<file path="config.mk">
export PLATFORM = sky130hd
export DESIGN_NAME = didel_top
export DESIGN_NICKNAME = d
export VERILOG_FILES = /design/src/rtl/didel_pkg.sv /design/src/rtl/didel_top.sv /design/src/rtl/didel_history_mem.sv /design/src/rtl/didel_summary.sv
export VERILOG_INCLUDE_DIRS = /design/src /design/src/rtl
export SDC_FILE = /design/constraint.sdc
export NUM_CORES = 1
export LEC_CHECK = 0
export BUFFER_PORTS_ARGS = -buffer_cell sky130_fd_sc_hd__buf_4
export CORE_MARGIN = 10
export CORE_UTILIZATION = 37
export DETAILED_ROUTE_END_ITERATION = 10
export PLACE_DENSITY = 0.59
export SYNTH_ARGS = -nofsm -noshare
export SYNTH_HDL_FRONTEND = slang
export SYNTH_SLANG_ARGS = --single-unit
</file>
<file path="constraint.sdc">
create_clock -name clk_sys -period 5.45 [get_ports clk_sys]
set_input_delay 1.09 -clock clk_sys [delete_from_list [all_inputs] [get_ports clk_sys]]
set_output_delay 1.09 -clock clk_sys [all_outputs]
set_load 0.02 [all_outputs]
</file>
<file path="src/rtl/didel_defs.svh">
// object offsets, field positions, preset values and abort codes of the identity and fault log
`ifndef DIDEL_DEFS_SVH
`define DIDEL_DEFS_SVH
`define DIDEL_IDX_IDENTITY 16'h1000
`define DIDEL_IDX_SUMMARY 16'h1001
`define DIDEL_IDX_HISTORY 16'h1003
`define DIDEL_MOTOR_LSB 16
`define DIDEL_MOTOR_MSB 23
`define DIDEL_PROFILE_MSB 15
`define DIDEL_MOTOR_BLDC 8'h02
`define DIDEL_MOTOR_STEPPER 8'h04
`define DIDEL_MOTOR_BOTH 8'h06
// arbitrary profile number; each product sets its own through the parameter
`define DIDEL_PROFILE_DEFAULT 16'h5A3C
`define DIDEL_GENERAL_POS 0
`define DIDEL_CURRENT_POS 1
`define DIDEL_VOLTAGE_POS 2
`define DIDEL_TEMPERATURE_POS 3
`define DIDEL_COMM_POS 4
`define DIDEL_PROFILE_POS 5
`define DIDEL_RESERVED_POS 6
`define DIDEL_MAKER_POS 7
`define DIDEL_SUMMARY_MASK 8'hBF
`define DIDEL_SUMMARY_RESET 8'h00
`define DIDEL_COUNT_RESET 8'h00
`define DIDEL_ENTRY_RESET 32'h00000000
`define DIDEL_HISTORY_DEPTH 8
`define DIDEL_ABORT_NONE 32'h00000000
`define DIDEL_ABORT_NO_DATA 32'h08000024
`define DIDEL_ABORT_READ_ONLY 32'h06010002
`define DIDEL_ABORT_NO_OBJECT 32'h06020000
`define DIDEL_ABORT_NO_SUB 32'h06090011
`define DIDEL_ABORT_BAD_VALUE 32'h06090030
`endif

</file>
<file path="src/rtl/didel_pkg.sv">
// types shared by the identity and fault log block
package didel_pkg;
   typedef enum logic [1:0] {
      DIDEL_MOTORS_BLDC,
      DIDEL_MOTORS_STEPPER,
      DIDEL_MOTORS_BOTH
   } didel_motors_t;
   typedef enum {
      DIDEL_IDLE,
      DIDEL_ANSWER
   } didel_phase_t;
endpackage : didel_pkg

</file>
<file path="src/rtl/didel_top.sv">
// device identity, fault summary and fault history objects behind an object access port
// Operation
// RQ1: identity bits 23..16 give motor kinds: 2 BLDC, 4 stepper, 6 both.
// RQ2: identity low sixteen bits hold the fixed device profile number.
// RQ3: summary category bit follows its fault, clearing itself when the fault ends.
// RQ4: summary bits: 0 general,1 current,2 voltage,3 temperature,4 comm,5 profile,7 maker; 6 zero.
// RQ5: every fault occurrence logs a detailed code into the history.
// RQ6: history keeps up to eight 32-bit codes at sub-positions 1 to 8.
// RQ7: new code enters position 1; older entries shift back, the last drops off.
// RQ8: sub-position 0 returns the number of faults logged.
// RQ9: reads of positions 1 to 8 with empty history abort with 08000024.
// RQ10: writing zero to the count restarts counting; history treated as empty.
// RQ11: count is 8-bit read/write preset zero; entries read-only 32-bit preset zero.
// RQ12: writes to read-only objects are refused.
// RQ13: count saturates at eight; nonzero writes to the count abort.
`timescale 1ns/1ps
`include "didel_defs.svh"
module didel_top
   import didel_pkg::*;
#(
   parameter didel_motors_t MOTORS = DIDEL_MOTORS_BOTH,
   parameter logic [15:0] PROFILE = `DIDEL_PROFILE_DEFAULT,
   parameter int DEPTH = `DIDEL_HISTORY_DEPTH
) (
   input wire logic clk_sys,
   input wire logic arst_n,
   input wire logic [7:0] fault_active,
   input wire logic fault_log,
   input wire logic [31:0] fault_code,
   input wire logic req_valid,
   input wire logic req_write,
   input wire logic [15:0] req_index,
   input wire logic [7:0] req_sub,
   input wire logic [31:0] req_wdata,
   output logic rsp_valid,
   output logic [31:0] rsp_rdata,
   output logic [31:0] rsp_abort,
   output logic [7:0] error_summary
);
   typedef struct packed {
      didel_phase_t phase;
      logic [7:0] count;
      logic [31:0] rdata;
      logic [31:0] abort;
      logic mem_pending;
   } didel_state_t;

   didel_state_t st;
   didel_state_t next_st;
   logic [31:0] mem_rdata;
   logic [3:0] mem_sel;

   function automatic logic [7:0] motor_code(input didel_motors_t m);
      case (m)
         DIDEL_MOTORS_BLDC: motor_code = `DIDEL_MOTOR_BLDC; // RQ1
         DIDEL_MOTORS_STEPPER: motor_code = `DIDEL_MOTOR_STEPPER; // RQ1
         default: motor_code = `DIDEL_MOTOR_BOTH; // RQ1
      endcase
   endfunction : motor_code

   logic [31:0] identity_word;
   // constant word: fixed from start-up, nothing can alter it
   assign identity_word = {8'h00, motor_code(MOTORS), PROFILE}; // RQ1 RQ2

   didel_summary u_summary (
      .clk_sys(clk_sys),
      .arst_n(arst_n),
      .fault_active(fault_active),
      .summary(error_summary)
   );

   assign mem_sel = req_sub[3:0];

   didel_history_mem #(
      .DEPTH(DEPTH),
      .WIDTH(32)
   ) u_history (
      .clk_sys(clk_sys),
      .arst_n(arst_n),
      .push(fault_log), // RQ5
      .push_code(fault_code),
      .rd_sel(mem_sel),
      .rd_data(mem_rdata)
   );

   logic history_sub;
   assign history_sub = req_sub >= 8'h01 && 32'(req_sub) <= DEPTH;

   // zero written to the count restarts the log
   logic clear_now;
   assign clear_now = st.phase == DIDEL_IDLE && req_valid && req_write
      && req_index == `DIDEL_IDX_HISTORY && req_sub == 8'h00 && req_wdata == 32'h00000000;

   always_comb begin
      next_st = st;
      next_st.mem_pending = 1'b0;
      case (st.phase)
         DIDEL_IDLE: begin
            if (req_valid) begin
               next_st.phase = DIDEL_ANSWER;
               next_st.rdata = '0;
               next_st.abort = `DIDEL_ABORT_NONE;
               if (req_index == `DIDEL_IDX_IDENTITY) begin
                  if (req_write) begin
                     next_st.abort = `DIDEL_ABORT_READ_ONLY; // RQ12
                  end else if (req_sub != 8'h00) begin
                     next_st.abort = `DIDEL_ABORT_NO_SUB;
                  end else begin
                     next_st.rdata = identity_word; // RQ1 RQ2
                  end
               end else if (req_index == `DIDEL_IDX_SUMMARY) begin
                  if (req_write) begin
                     next_st.abort = `DIDEL_ABORT_READ_ONLY; // RQ12
                  end else if (req_sub != 8'h00) begin
                     next_st.abort = `DIDEL_ABORT_NO_SUB;
                  end else begin
                     next_st.rdata = {24'h000000, error_summary}; // RQ3
                  end
               end else if (req_index == `DIDEL_IDX_HISTORY) begin
                  if (req_sub == 8'h00) begin
                     if (!req_write) begin
                        next_st.rdata = {24'h000000, st.count}; // RQ8
                     end else if (req_wdata != 32'h00000000) begin
                        next_st.abort = `DIDEL_ABORT_BAD_VALUE; // RQ13
                     end
                  end else if (!history_sub) begin
                     next_st.abort = `DIDEL_ABORT_NO_SUB;
                  end else if (req_write) begin
                     next_st.abort = `DIDEL_ABORT_READ_ONLY; // RQ11 RQ12
                  end else if (st.count == 8'h00) begin
                     next_st.abort = `DIDEL_ABORT_NO_DATA; // RQ9
                  end else begin
                     // entry comes out of the memory register one cycle later
                     next_st.mem_pending = 1'b1; // RQ6
                  end
               end else begin
                  next_st.abort = `DIDEL_ABORT_NO_OBJECT;
               end
            end
         end
         DIDEL_ANSWER: begin
            next_st.phase = DIDEL_IDLE;
         end
         default: next_st.phase = DIDEL_IDLE;
      endcase
      // count: a clear and a new fault in the same cycle leave the count at one
      if (fault_log && clear_now) begin
         next_st.count = 8'h01; // RQ10
      end else if (fault_log) begin
         if (st.count < 8'(DEPTH)) begin
            next_st.count = st.count + 8'h01; // RQ8 RQ13
         end
      end else if (clear_now) begin
         next_st.count = `DIDEL_COUNT_RESET; // RQ10
      end
   end

   always_ff @(posedge clk_sys or negedge arst_n) begin
      if (!arst_n) begin
         st.phase <= DIDEL_IDLE;
         st.count <= `DIDEL_COUNT_RESET; // RQ11
         st.rdata <= '0;
         st.abort <= `DIDEL_ABORT_NONE;
         st.mem_pending <= 1'b0;
      end else begin
         st <= next_st;
      end
   end

   // requests taken only in idle; answer is a one-cycle pulse
   assign rsp_valid = st.phase == DIDEL_ANSWER;
   assign rsp_rdata = st.mem_pending ? mem_rdata : st.rdata;
   assign rsp_abort = st.abort;
endmodule : didel_top

</file>
<file path="src/rtl/didel_history_mem.sv">
// eight-deep shifting fault history with registered read data
`timescale 1ns/1ps
`include "didel_defs.svh"
module didel_history_mem #(
   parameter int DEPTH = `DIDEL_HISTORY_DEPTH,
   parameter int WIDTH = 32
) (
   input wire logic clk_sys,
   input wire logic arst_n,
   input wire logic push,
   input wire logic [WIDTH-1:0] push_code,
   input wire logic [3:0] rd_sel,
   output logic [WIDTH-1:0] rd_data
);
   typedef struct packed {
      logic [DEPTH-1:0][WIDTH-1:0] entry;
      logic [WIDTH-1:0] rd_data;
   } didel_mem_state_t;
   didel_mem_state_t st;
   didel_mem_state_t next_st;
   always_comb begin
      next_st = st;
      if (push) begin
         // newest at slot 0; oldest shifts out the far end
         next_st.entry[0] = push_code; // RQ7
         for (int i = 1; i < DEPTH; i++) begin
            next_st.entry[i] = st.entry[i-1]; // RQ7
         end
      end
      if (rd_sel >= 4'h1 && 32'(rd_sel) <= DEPTH) begin
         next_st.rd_data = st.entry[rd_sel - 4'h1]; // RQ6
      end else begin
         next_st.rd_data = '0;
      end
   end
   always_ff @(posedge clk_sys or negedge arst_n) begin
      if (!arst_n) begin
         st <= '0; // RQ11
      end else begin
         st <= next_st;
      end
   end
   assign rd_data = st.rd_data;
endmodule : didel_history_mem

</file>
<file path="src/rtl/didel_summary.sv">
// fault category summary byte following live fault levels
`timescale 1ns/1ps
`include "didel_defs.svh"
module didel_summary (
   input wire logic clk_sys,
   input wire logic arst_n,
   input wire logic [7:0] fault_active,
   output logic [7:0] summary
);
   typedef struct packed {
      logic [7:0] summary;
   } didel_sum_state_t;
   didel_sum_state_t st;
   didel_sum_state_t next_st;
   always_comb begin
      next_st = st;
      // level-following: a bit falls by itself when its fault goes
      next_st.summary = fault_active & `DIDEL_SUMMARY_MASK; // RQ3 RQ4
   end
   always_ff @(posedge clk_sys or negedge arst_n) begin
      if (!arst_n) begin
         st.summary <= `DIDEL_SUMMARY_RESET;
      end else begin
         st <= next_st;
      end
   end
   assign summary = st.summary;
endmodule : didel_summary

</file>
==> results.py, run 1 <==
metrics = {
    "outcome": {
        "status": "complete, no violations",
    },
    "clock_tree": {
        "postCtsResizedCells": 0,
        "cts_hold_buf": 0,
        "cts-root-buf": "clkbuf_16",
        "clock_sinks": 322,
        "clockBufferDepth": 3,
        "cts_buffers": 37,
        "clkTransAtPathRegs_ns": 0.06,
        "insertion_delay_ns": 0.52,
        "htreeDepth": 2,
        "cts_setup_buffers": 0,
        "cts_tree": "built",
    },
    "die": {
        "fp.dieH_um": 218,
        "fp-row-count": 72,
        "core_mm2": 0.0387,
        "initial_utilization_pct": 37.5,
        "die_x_um": 218,
        "dieArea_mm2": 0.0475,
        "boundaryPins": 174,
    },
    "worst_setup_path": {
        "max_stage_delay_ns": 0.87,
        "startpoint": "st[0]",
        "worstReg2RegStart": "st[73]",
        "critPathBufInv": 1,
        "crit_slowest_cell": "dfrtp_2",
        "worst-setup-path-type": "reg -> out",
        "worstPathArrival_ns": 2.28,
        "cp.depth": 3,
        "rr_endpoint": "st[65]",
        "crit_chain": "nand2b_1, nand2_1, buf_4",
        "path_delay_family": "flip-flops",
        "worstSetupEndpoint": "rsp_rdata[18]",
        "startpoint_type": "register",
        "end_kind": "output pin",
        "rr_worst_depth": 5,
        "cp.required_ns": 4.36,
        "cp_max_fo": 33,
        "rrSetupSlack_ns": 3.29,
    },
    "synthesis": {
        "synth_compound_area_share_pct": 2.47,
        "avgSynthCellArea_um2": 14.3,
        "synthAdderAreaFrac_pct": 0.414,
        "muxShareOfSynthArea_pct": 30.8,
        "synthCells": 1012,
        "async_reset_ff_share_pct": 100,
        "synth_top_flop_cell": "dfrtp_1",
        "synth_top_area_share_pct": 55.5,
        "synth-xor-area-share_pct": 0.181,
        "ys_seq_area_share_pct": 55.5,
        "synth-simple-area-share_pct": 6.61,
        "netlist.top_cell.by_area": "dfrtp_1",
        "synth-edff-count": 0,
        "synth_seq_cells": 322,
        "synthTopCellsByArea": "dfrtp_1 56%, mux2_2 21%, mux4_2 9.9%",
        "netlist_area_mm2": 0.0145,
        "synth_cell_types": 53,
        "synth_top_family_by_area": "multiplexers",
        "synth_warnings": 0,
    },
    "layout": {
        "multi_input_area_mm2": 0.00601,
        "drive_gt1_share_pct": 49.1,
        "n_fill_cell": 3533,
        "final_nets": 1243,
        "area.growth.synth_to_final_pct": 18.5,
        "regArea_mm2": 0.00806,
        "final_cell_mix": "321 x dfrtp_1, 268 x mux2_2, 158 x buf_4, 94 x nand2_1, 64 x mux4_2",
        "layout_commonest_cell": "dfrtp_1",
    },
    "pwr": {
        "powerDensity_mw_per_mm2": 406,
        "total_power_mw": 6.99,
        "irDropWorstVdd_mv": 0.196,
        "power.leakage_nw": 7.40,
    },
    "timing": {
        "hold_violations": 0,
        "fmax_ghz": 0.296,
        "slew_headroom_pct": 30.7,
        "maxSlewViolCount": 0,
        "finalCritPeriodShare_pct": 61.9,
        "skew_ns": 0.0108,
        "rsz0062_at_grt": "false",
        "worstMarginPinSlew_ns": 1.04,
        "setup-tns-final_ns": 0,
        "fin_crit_ns": 3.37,
        "setup_violations": 0,
    },
    "global_route": {
        "grt.total_usage_pct": 12.8,
        "overflow": 0,
        "grt_pass1_wl_um": 49700,
        "grt_max_degree": 133,
        "grtUsageMet3_pct": 3.19,
        "antenna_found_initial": 0,
        "grt_pass1_vias": 8867,
        "met2_usage_pct": 20.0,
        "grt_most_used_layer": "met2",
        "grt_util_met1_pct": 17.4,
    },
    "hold_path": {
        "min_path_cells": 2,
        "hp-class": "reg -> reg",
    },
    "flow_run": {
        "cap_violations": 0,
    },
    "route": {
        "drt_wl_total_um": 30500,
        "drc": 0,
        "vias_per_cell": 4.99,
        "antenna_left": 0,
        "drtIter0Drc": 483,
        "drtPass1Iterations": 4,
        "via_count": 8403,
        "wl_per_cell_um": 18.1,
    },
    "placed_design": {
        "portBuffers": 150,
        "gp_congestion": 0.835,
        "dp_hpwl_um": 19100,
    },
}
## metal layers
layer | vias up | wire length (um)
li1 | 3856 | -
met1 | 4310 | 14300
met2 | 202 | 13800
met3 | 35 | 1940
met4 | 0 | 469
met5 | - | 0
## synth_stat cells (8+ instances only)
master / count
buf_2: 23
a21oi_1: 40
and2_1: 18
mux4_2: 64
nor4_1: 11
o21ai_0: 8
clkbuf_1: 33
dfrtp_1: 322
nand2_1: 94
mux2_2: 268
nor2_1: 17
inv_1: 8
buf_4: 35
## tightest hold or removal path, cell delays in order (launching register included)
cell and delay [ns]:
dfrtp_1 0.34, nand2_1 0.06, o21ai_2 0.05
## stage by stage
step	instance area, um2	setup WS, ns	cells	hold WS, ns	utilization [%]
global route	17200	1.91	1682	0.508	44.4
floorplan	14600	2.37	1033	0.446	-
detailed placement	16000	1.68	1617	0.472	41.3
global placement	16000	1.68	1617	0.469	41.3
CTS	17200	1.98	1682	0.484	44.4
finish	17200	2.08	1683	0.480	44.4
## power by group
part / total, mW / switching, mW / internal (mW)
Sequential: 3.34 / 0.365 / 2.98
Clock: 2.40 / 0.956 / 1.45
Combinational: 1.24 / 0.460 / 0.784
## how the worst min path moves through the flow
stage / from / slack (ns) / endpoint
2_1_floorplan: st[33] / 0.45 / st[33]
3_3_place_gp: rsp_abort[17] / 0.47 / rsp_abort[17]
3_5_place_dp: rsp_abort[5] / 0.47 / rsp_abort[5]
4_1_cts: rsp_abort[5] / 0.48 / rsp_abort[5]
5_1_grt: rsp_abort[17] / 0.51 / rsp_abort[17]
6_report: rsp_abort[5] / 0.48 / rsp_abort[5]
## sequential cells by signal, summed over array words and instances, names as in the netlist
signal,count
rsp_abort,8
st,19
u_history.rd_data,32
u_history.st,256
u_summary.summary,7
## layout make-up
type,instances,share of cell area (%)
flip-flops and latches,322,46.9
multi-input cells,607,35.0
repair buffers,162,7.31
clock buffers,52,6.12
well taps,518,3.77
clock inverters,13,0.786
inverters,8,0.175
diodes,1,0.0146
## kinds of logic after synthesis
group	after synthesis
mux	333
fa+ha+maj	5
xor+xnor	3
other cells	1
compound gates	63
flops	322
simple gates	181
buf+inv	104
Power figures use the tool's default switching activity.
==> run 2, diff against run 1 <==
- clock period: 5.45 -> 3.4 ns (I/O delays scaled with it)
==> run 2 against run 1 <==
First-iteration DRC count is 0.83% lower. Sequential power is 60% higher. Register-to-register slack worse by 2.0 ns. Global-route usage is 0.088 points higher. Utilization is 0.44 points higher. Largest power group unchanged. Count of clock-buffer cells in the layout is 4 higher. Clock power is 60% higher.
==> results.py, run 2 (same netlist as run 1, synthesis figures left out) <==
metrics = {
    "timing": {
        "setup-tns-final_ns": 0,
        "skew_ns": 0.0184,
        "fmax_ghz": 0.403,
        "hold_violations": 0,
        "slew_headroom_pct": 43.1,
        "finalCritPeriodShare_pct": 73.0,
        "fin_crit_ns": 2.48,
        "hold_ws_ns": 0.208,
        "maxSlewViolCount": 0,
        "rsz0062_at_grt": "false",
        "finalWorstSetupSlack_ns": 0.917,
        "setup_violations": 0,
        "worstMarginPinSlew_ns": 0.854,
    },
    "pwr": {
        "power.switching_mw": 2.82,
        "p_int_mw": 8.39,
        "pwr-share-seq_pct": 47.7,
        "p_comb_share_pct": 17.9,
        "power.leakage_nw": 7.50,
        "powerDensity_mw_per_mm2": 645,
        "p_clk_share_pct": 34.3,
        "netSwitchingFraction_pct": 25.1,
        "irDropWorstVdd_mv": 0.304,
    },
    "worst_setup_path": {
        "worstReg2RegStart": "st[65]",
        "cp_max_fo": 32,
        "worst-setup-path-type": "reg -> out",
        "worstPathArrival_ns": 1.80,
        "rr_worst_depth": 7,
        "startpoint_type": "register",
        "rrSetupSlack_ns": 1.32,
        "cp.required_ns": 2.72,
        "rr_endpoint": "rsp_abort[5]",
        "end_kind": "output pin",
    },
    "hold_path": {
        "hp-class": "in -> async",
    },
    "clock_tree": {
        "cts_setup_buffers": 0,
        "cts_hold_buf": 0,
        "clkTransAtPathRegs_ns": 0.06,
        "cts_buffers": 37,
        "cts-root-buf": "clkbuf_16",
        "insertion_delay_ns": 0.51,
        "cts_tree": "built",
        "postCtsResizedCells": 0,
        "clockBufferDepth": 3,
        "htreeDepth": 2,
        "clock_sinks": 322,
    },
    "die": {
        "boundaryPins": 174,
        "die_x_um": 218,
        "fp.dieH_um": 218,
        "fp-row-count": 72,
        "initial_utilization_pct": 37.5,
        "dieArea_mm2": 0.0475,
        "core_mm2": 0.0387,
    },
    "global_route": {
        "grt.total_usage_pct": 12.9,
        "grt_pass1_wl_um": 49600,
        "antenna_found_initial": 0,
        "overflow": 0,
        "grt_pass1_vias": 8934,
        "grt_max_degree": 101,
    },
    "layout": {
        "largest_register_ffs": 256,
        "area.growth.synth_to_final_pct": 19.6,
        "regArea_mm2": 0.00806,
        "final_nets": 1255,
        "final_cells": 1693,
        "drive_gt1_share_pct": 49.6,
        "layout_commonest_cell": "dfrtp_1",
        "n_antenna_cell": 0,
        "n_fill_cell": 3512,
        "regMostFlops": "u_history.st",
        "multi_input_area_mm2": 0.00601,
        "fin_util_pct": 44.8,
        "final_cell_mix": "321 x dfrtp_1, 268 x mux2_2, 164 x buf_4, 94 x nand2_1, 64 x mux4_2",
    },
    "route": {
        "drt_wl_total_um": 30400,
        "antenna_left": 0,
        "drtIter0Drc": 479,
        "highest_layer": "met4",
        "drtPass1Iterations": 4,
        "via_count": 8464,
        "met1_length_um": 13700,
        "vias_per_cell": 5.00,
        "wl_met2_um": 14000,
        "wl_per_cell_um": 18.0,
        "wl_met3_um": 2080,
        "drc": 0,
    },
    "outcome": {
        "status": "complete, no violations",
    },
    "placed_design": {
        "gp_congestion": 0.850,
        "pre_cts_slack_ns": 0.775,
        "dp_hpwl_um": 19400,
        "dp.cells": 1629,
        "portBuffers": 150,
    },
    "flow_run": {
        "cap_violations": 0,
    },
}
-- run 2: final cells by class --
| type | count | area share, % |
|---|---|---|
| clock buffers | 56 | 6.44 |
| clock inverters | 8 | 0.440 |
| inverters | 8 | 0.173 |
| multi-input cells | 607 | 34.6 |
| flip-flops and latches | 322 | 46.4 |
| well taps | 518 | 3.73 |
| repair buffers | 174 | 8.19 |
-- run 2: worst max-delay path by stage --
| stage | startpoint | to | slack, ns |
|---|---|---|---|
| floorplan | req_sub[0] | rsp_abort[19] | 0.73 |
| global placement | req_sub[0] | st[65] | 0.80 |
| detailed placement | req_sub[0] | st[65] | 0.78 |
| CTS | st[0] | rsp_rdata[6] | 0.85 |
| global route | st[0] | rsp_rdata[1] | 0.82 |
| finish | st[0] | rsp_rdata[0] | 0.92 |
-- run 2: power by group through the flow --
stage	Sequential, mW	Clock, mW	Combinational (mW)
4_1_cts	5.35	3.99	2.05
6_report	5.35	3.84	2.01
3_3_place_gp	5.37	0	2.00
5_1_grt	5.49	4.15	2.22
3_5_place_dp	5.41	0	2.04
2_1_floorplan	5.22	0	1.60
-- run 2: per-layer routing --
| layer | track usage, % | vias to the layer above |
|---|---|---|
| li1 | - | 3862 |
| met3 | 3.29 | 33 |
| met2 | 20.4 | 208 |
| met4 | 3.98 | 0 |
| met1 | 17.1 | 4361 |
| met5 | 0 | - |
-- run 2: critical path, cell delays in order, from the launching register on --
cell	delay (ns)
dfrtp_2	0.35
buf_4	0.37
mux2_2	0.41
buf_4	0.16
-- run 2: through the flow --
step / instance area, um2 / power [mW]
after floorplan: 14600 / 6.82
after global placement: 16200 / 7.37
after detailed placement: 16200 / 7.45
after CTS: 17400 / 11.4
after global routing: 17400 / 11.9
final: 17400 / 11.2
==> run 3, diff against run 2 <==
- clock period: 3.4 -> 2.4 ns (I/O delays scaled with it)
==> run 3 against run 2 <==
Via count increased by 0.98%. Sequential cell count unchanged. Wire length up 0.80%. Register-to-register slack lost 0.95 ns. Critical path type unchanged.
==> results.py, run 3 (same netlist as run 1, synthesis figures left out) <==
metrics = {
    "layout": {
        "n_antenna_cell": 0,
        "layout_commonest_cell": "dfrtp_1",
        "area.growth.synth_to_final_pct": 20.0,
        "final_cell_mix": "321 x dfrtp_1, 268 x mux2_2, 167 x buf_4, 94 x nand2_1, 64 x mux4_2",
        "largest_register_ffs": 256,
        "final_cells": 1700,
        "final_area_mm2": 0.0174,
        "drive_gt1_share_pct": 49.3,
        "regMostFlops": "u_history.st",
        "final_nets": 1264,
    },
    "worst_setup_path": {
        "rrSetupSlack_ns": 0.37,
        "worst-setup-path-type": "reg -> out",
        "cp.required_ns": 1.92,
        "cp_max_fo": 13,
        "startpoint_type": "register",
        "critPathBufInv": 2,
        "max_stage_delay_ns": 0.44,
        "cpMostUsedCell": "buf_4",
        "end_kind": "output pin",
        "crit_chain": "buf_4, mux2_2, buf_4",
        "crit_slowest_cell": "dfrtp_2",
        "path_delay_family": "flip-flops",
        "worstPathArrival_ns": 1.72,
    },
    "route": {
        "antenna_left": 0,
        "vias_per_cell": 5.03,
        "drtPass1Iterations": 5,
        "wl_per_cell_um": 18.0,
        "drt_wl_total_um": 30700,
        "via_count": 8547,
        "drc": 0,
        "drtIter0Drc": 449,
    },
    "timing": {
        "worstMarginPinSlew_ns": 0.569,
        "slew_headroom_pct": 61.7,
        "finalWorstSetupSlack_ns": 0.205,
        "fmax_ghz": 0.456,
        "hold_violations": 0,
        "skew_ns": 0.0219,
        "rsz0062_at_grt": "false",
        "finalCritPeriodShare_pct": 91.5,
        "setup-tns-final_ns": 0,
        "setup_violations": 0,
        "fin_crit_ns": 2.20,
        "maxSlewViolCount": 0,
    },
    "flow_run": {
        "cap_violations": 0,
    },
    "die": {
        "core_mm2": 0.0387,
        "die_x_um": 218,
        "fp.dieH_um": 218,
        "dieArea_mm2": 0.0475,
        "fp-row-count": 72,
        "boundaryPins": 174,
        "initial_utilization_pct": 37.5,
    },
    "clock_tree": {
        "cts-root-buf": "clkbuf_16",
        "cts_tree": "built",
        "htreeDepth": 2,
        "insertion_delay_ns": 0.52,
        "clockBufferDepth": 3,
        "cts_buffers": 36,
        "cts_setup_buffers": 0,
        "clock_sinks": 322,
        "clkTransAtPathRegs_ns": 0.06,
    },
    "global_route": {
        "grt_max_degree": 69,
        "antenna_found_initial": 0,
        "grt_pass1_wl_um": 49500,
        "grt.total_usage_pct": 12.9,
        "overflow": 0,
        "grt_pass1_vias": 8964,
    },
    "pwr": {
        "p_int_mw": 11.6,
        "power.leakage_nw": 7.51,
        "netSwitchingFraction_pct": 25.6,
        "irDropWorstVdd_mv": 0.450,
        "p_comb_share_pct": 18.6,
        "total_power_mw": 15.6,
        "powerDensity_mw_per_mm2": 895,
        "power.switching_mw": 3.98,
        "pwr-share-seq_pct": 48.7,
        "p_clk_share_pct": 32.7,
    },
    "placed_design": {
        "pre_cts_slack_ns": 0.0629,
        "dp.cells": 1638,
        "place_area_mm2": 0.0163,
        "portBuffers": 150,
        "dp_hpwl_um": 20200,
        "gp_congestion": 0.826,
    },
    "outcome": {
        "status": "complete, no violations",
    },
    "hold_path": {
        "hp-class": "in -> reg",
    },
}
-- run 3: path summary, 6_finish.rpt --
kind	from	to	cells after the start
setup reg to reg	st[65]	rsp_abort[5]	7
hold reg to reg	rsp_abort[17]	rsp_abort[17]	2
setup / recovery	st[0]	rsp_rdata[3]	3
max in group asynchronous	arst_n	st[71]	3
hold / removal	fault_active[1]	u_summary.summary[1]	1
min in group asynchronous	arst_n	u_history.st[56]	2
-- run 3: stage by stage --
step / hold WS (ns) / util (%)
after CTS: 0.0447 / 44.9
after floorplan: 0.184 / -
final: 0.0699 / 44.9
after global routing: 0.0389 / 44.9
after global placement: 0.474 / 42.1
after detailed placement: 0.478 / 42.1
-- run 3: timing repair --
action | in CTS | in global routing
resized for setup | 0 | 1
hold endpoints to repair | 58 | 0
setup endpoints to repair | 0 | 1
hold buffers | 1 | 0
-- run 3: power by group through the flow --
| stage | registers (mW) | clock network [mW] | logic (mW) |
|---|---|---|---|
| floorplan | 7.39 | 0 | 2.27 |
| global placement | 7.61 | 0 | 2.85 |
| detailed placement | 7.67 | 0 | 2.94 |
| CTS | 7.58 | 5.29 | 2.95 |
| global route | 7.78 | 5.50 | 3.18 |
| finish | 7.59 | 5.10 | 2.89 |
-- run 3: metal layers --
layer	track usage [%]	wire, um	up-vias
met5	0	0	-
met4	4.14	702	0
met3	3.19	2010	48
met2	20.2	14000	214
met1	17.1	14000	4395
li1	-	-	3890
-- run 3: final cells by class --
type	count	area, um2
timing repair buffer	184	1570
multi-input combinational	607	6010
clock buffer	56	1050
fill	3537	21300
sequential	322	8060
inverter	8	30.0
tap	518	648
clock inverter	5	40.0
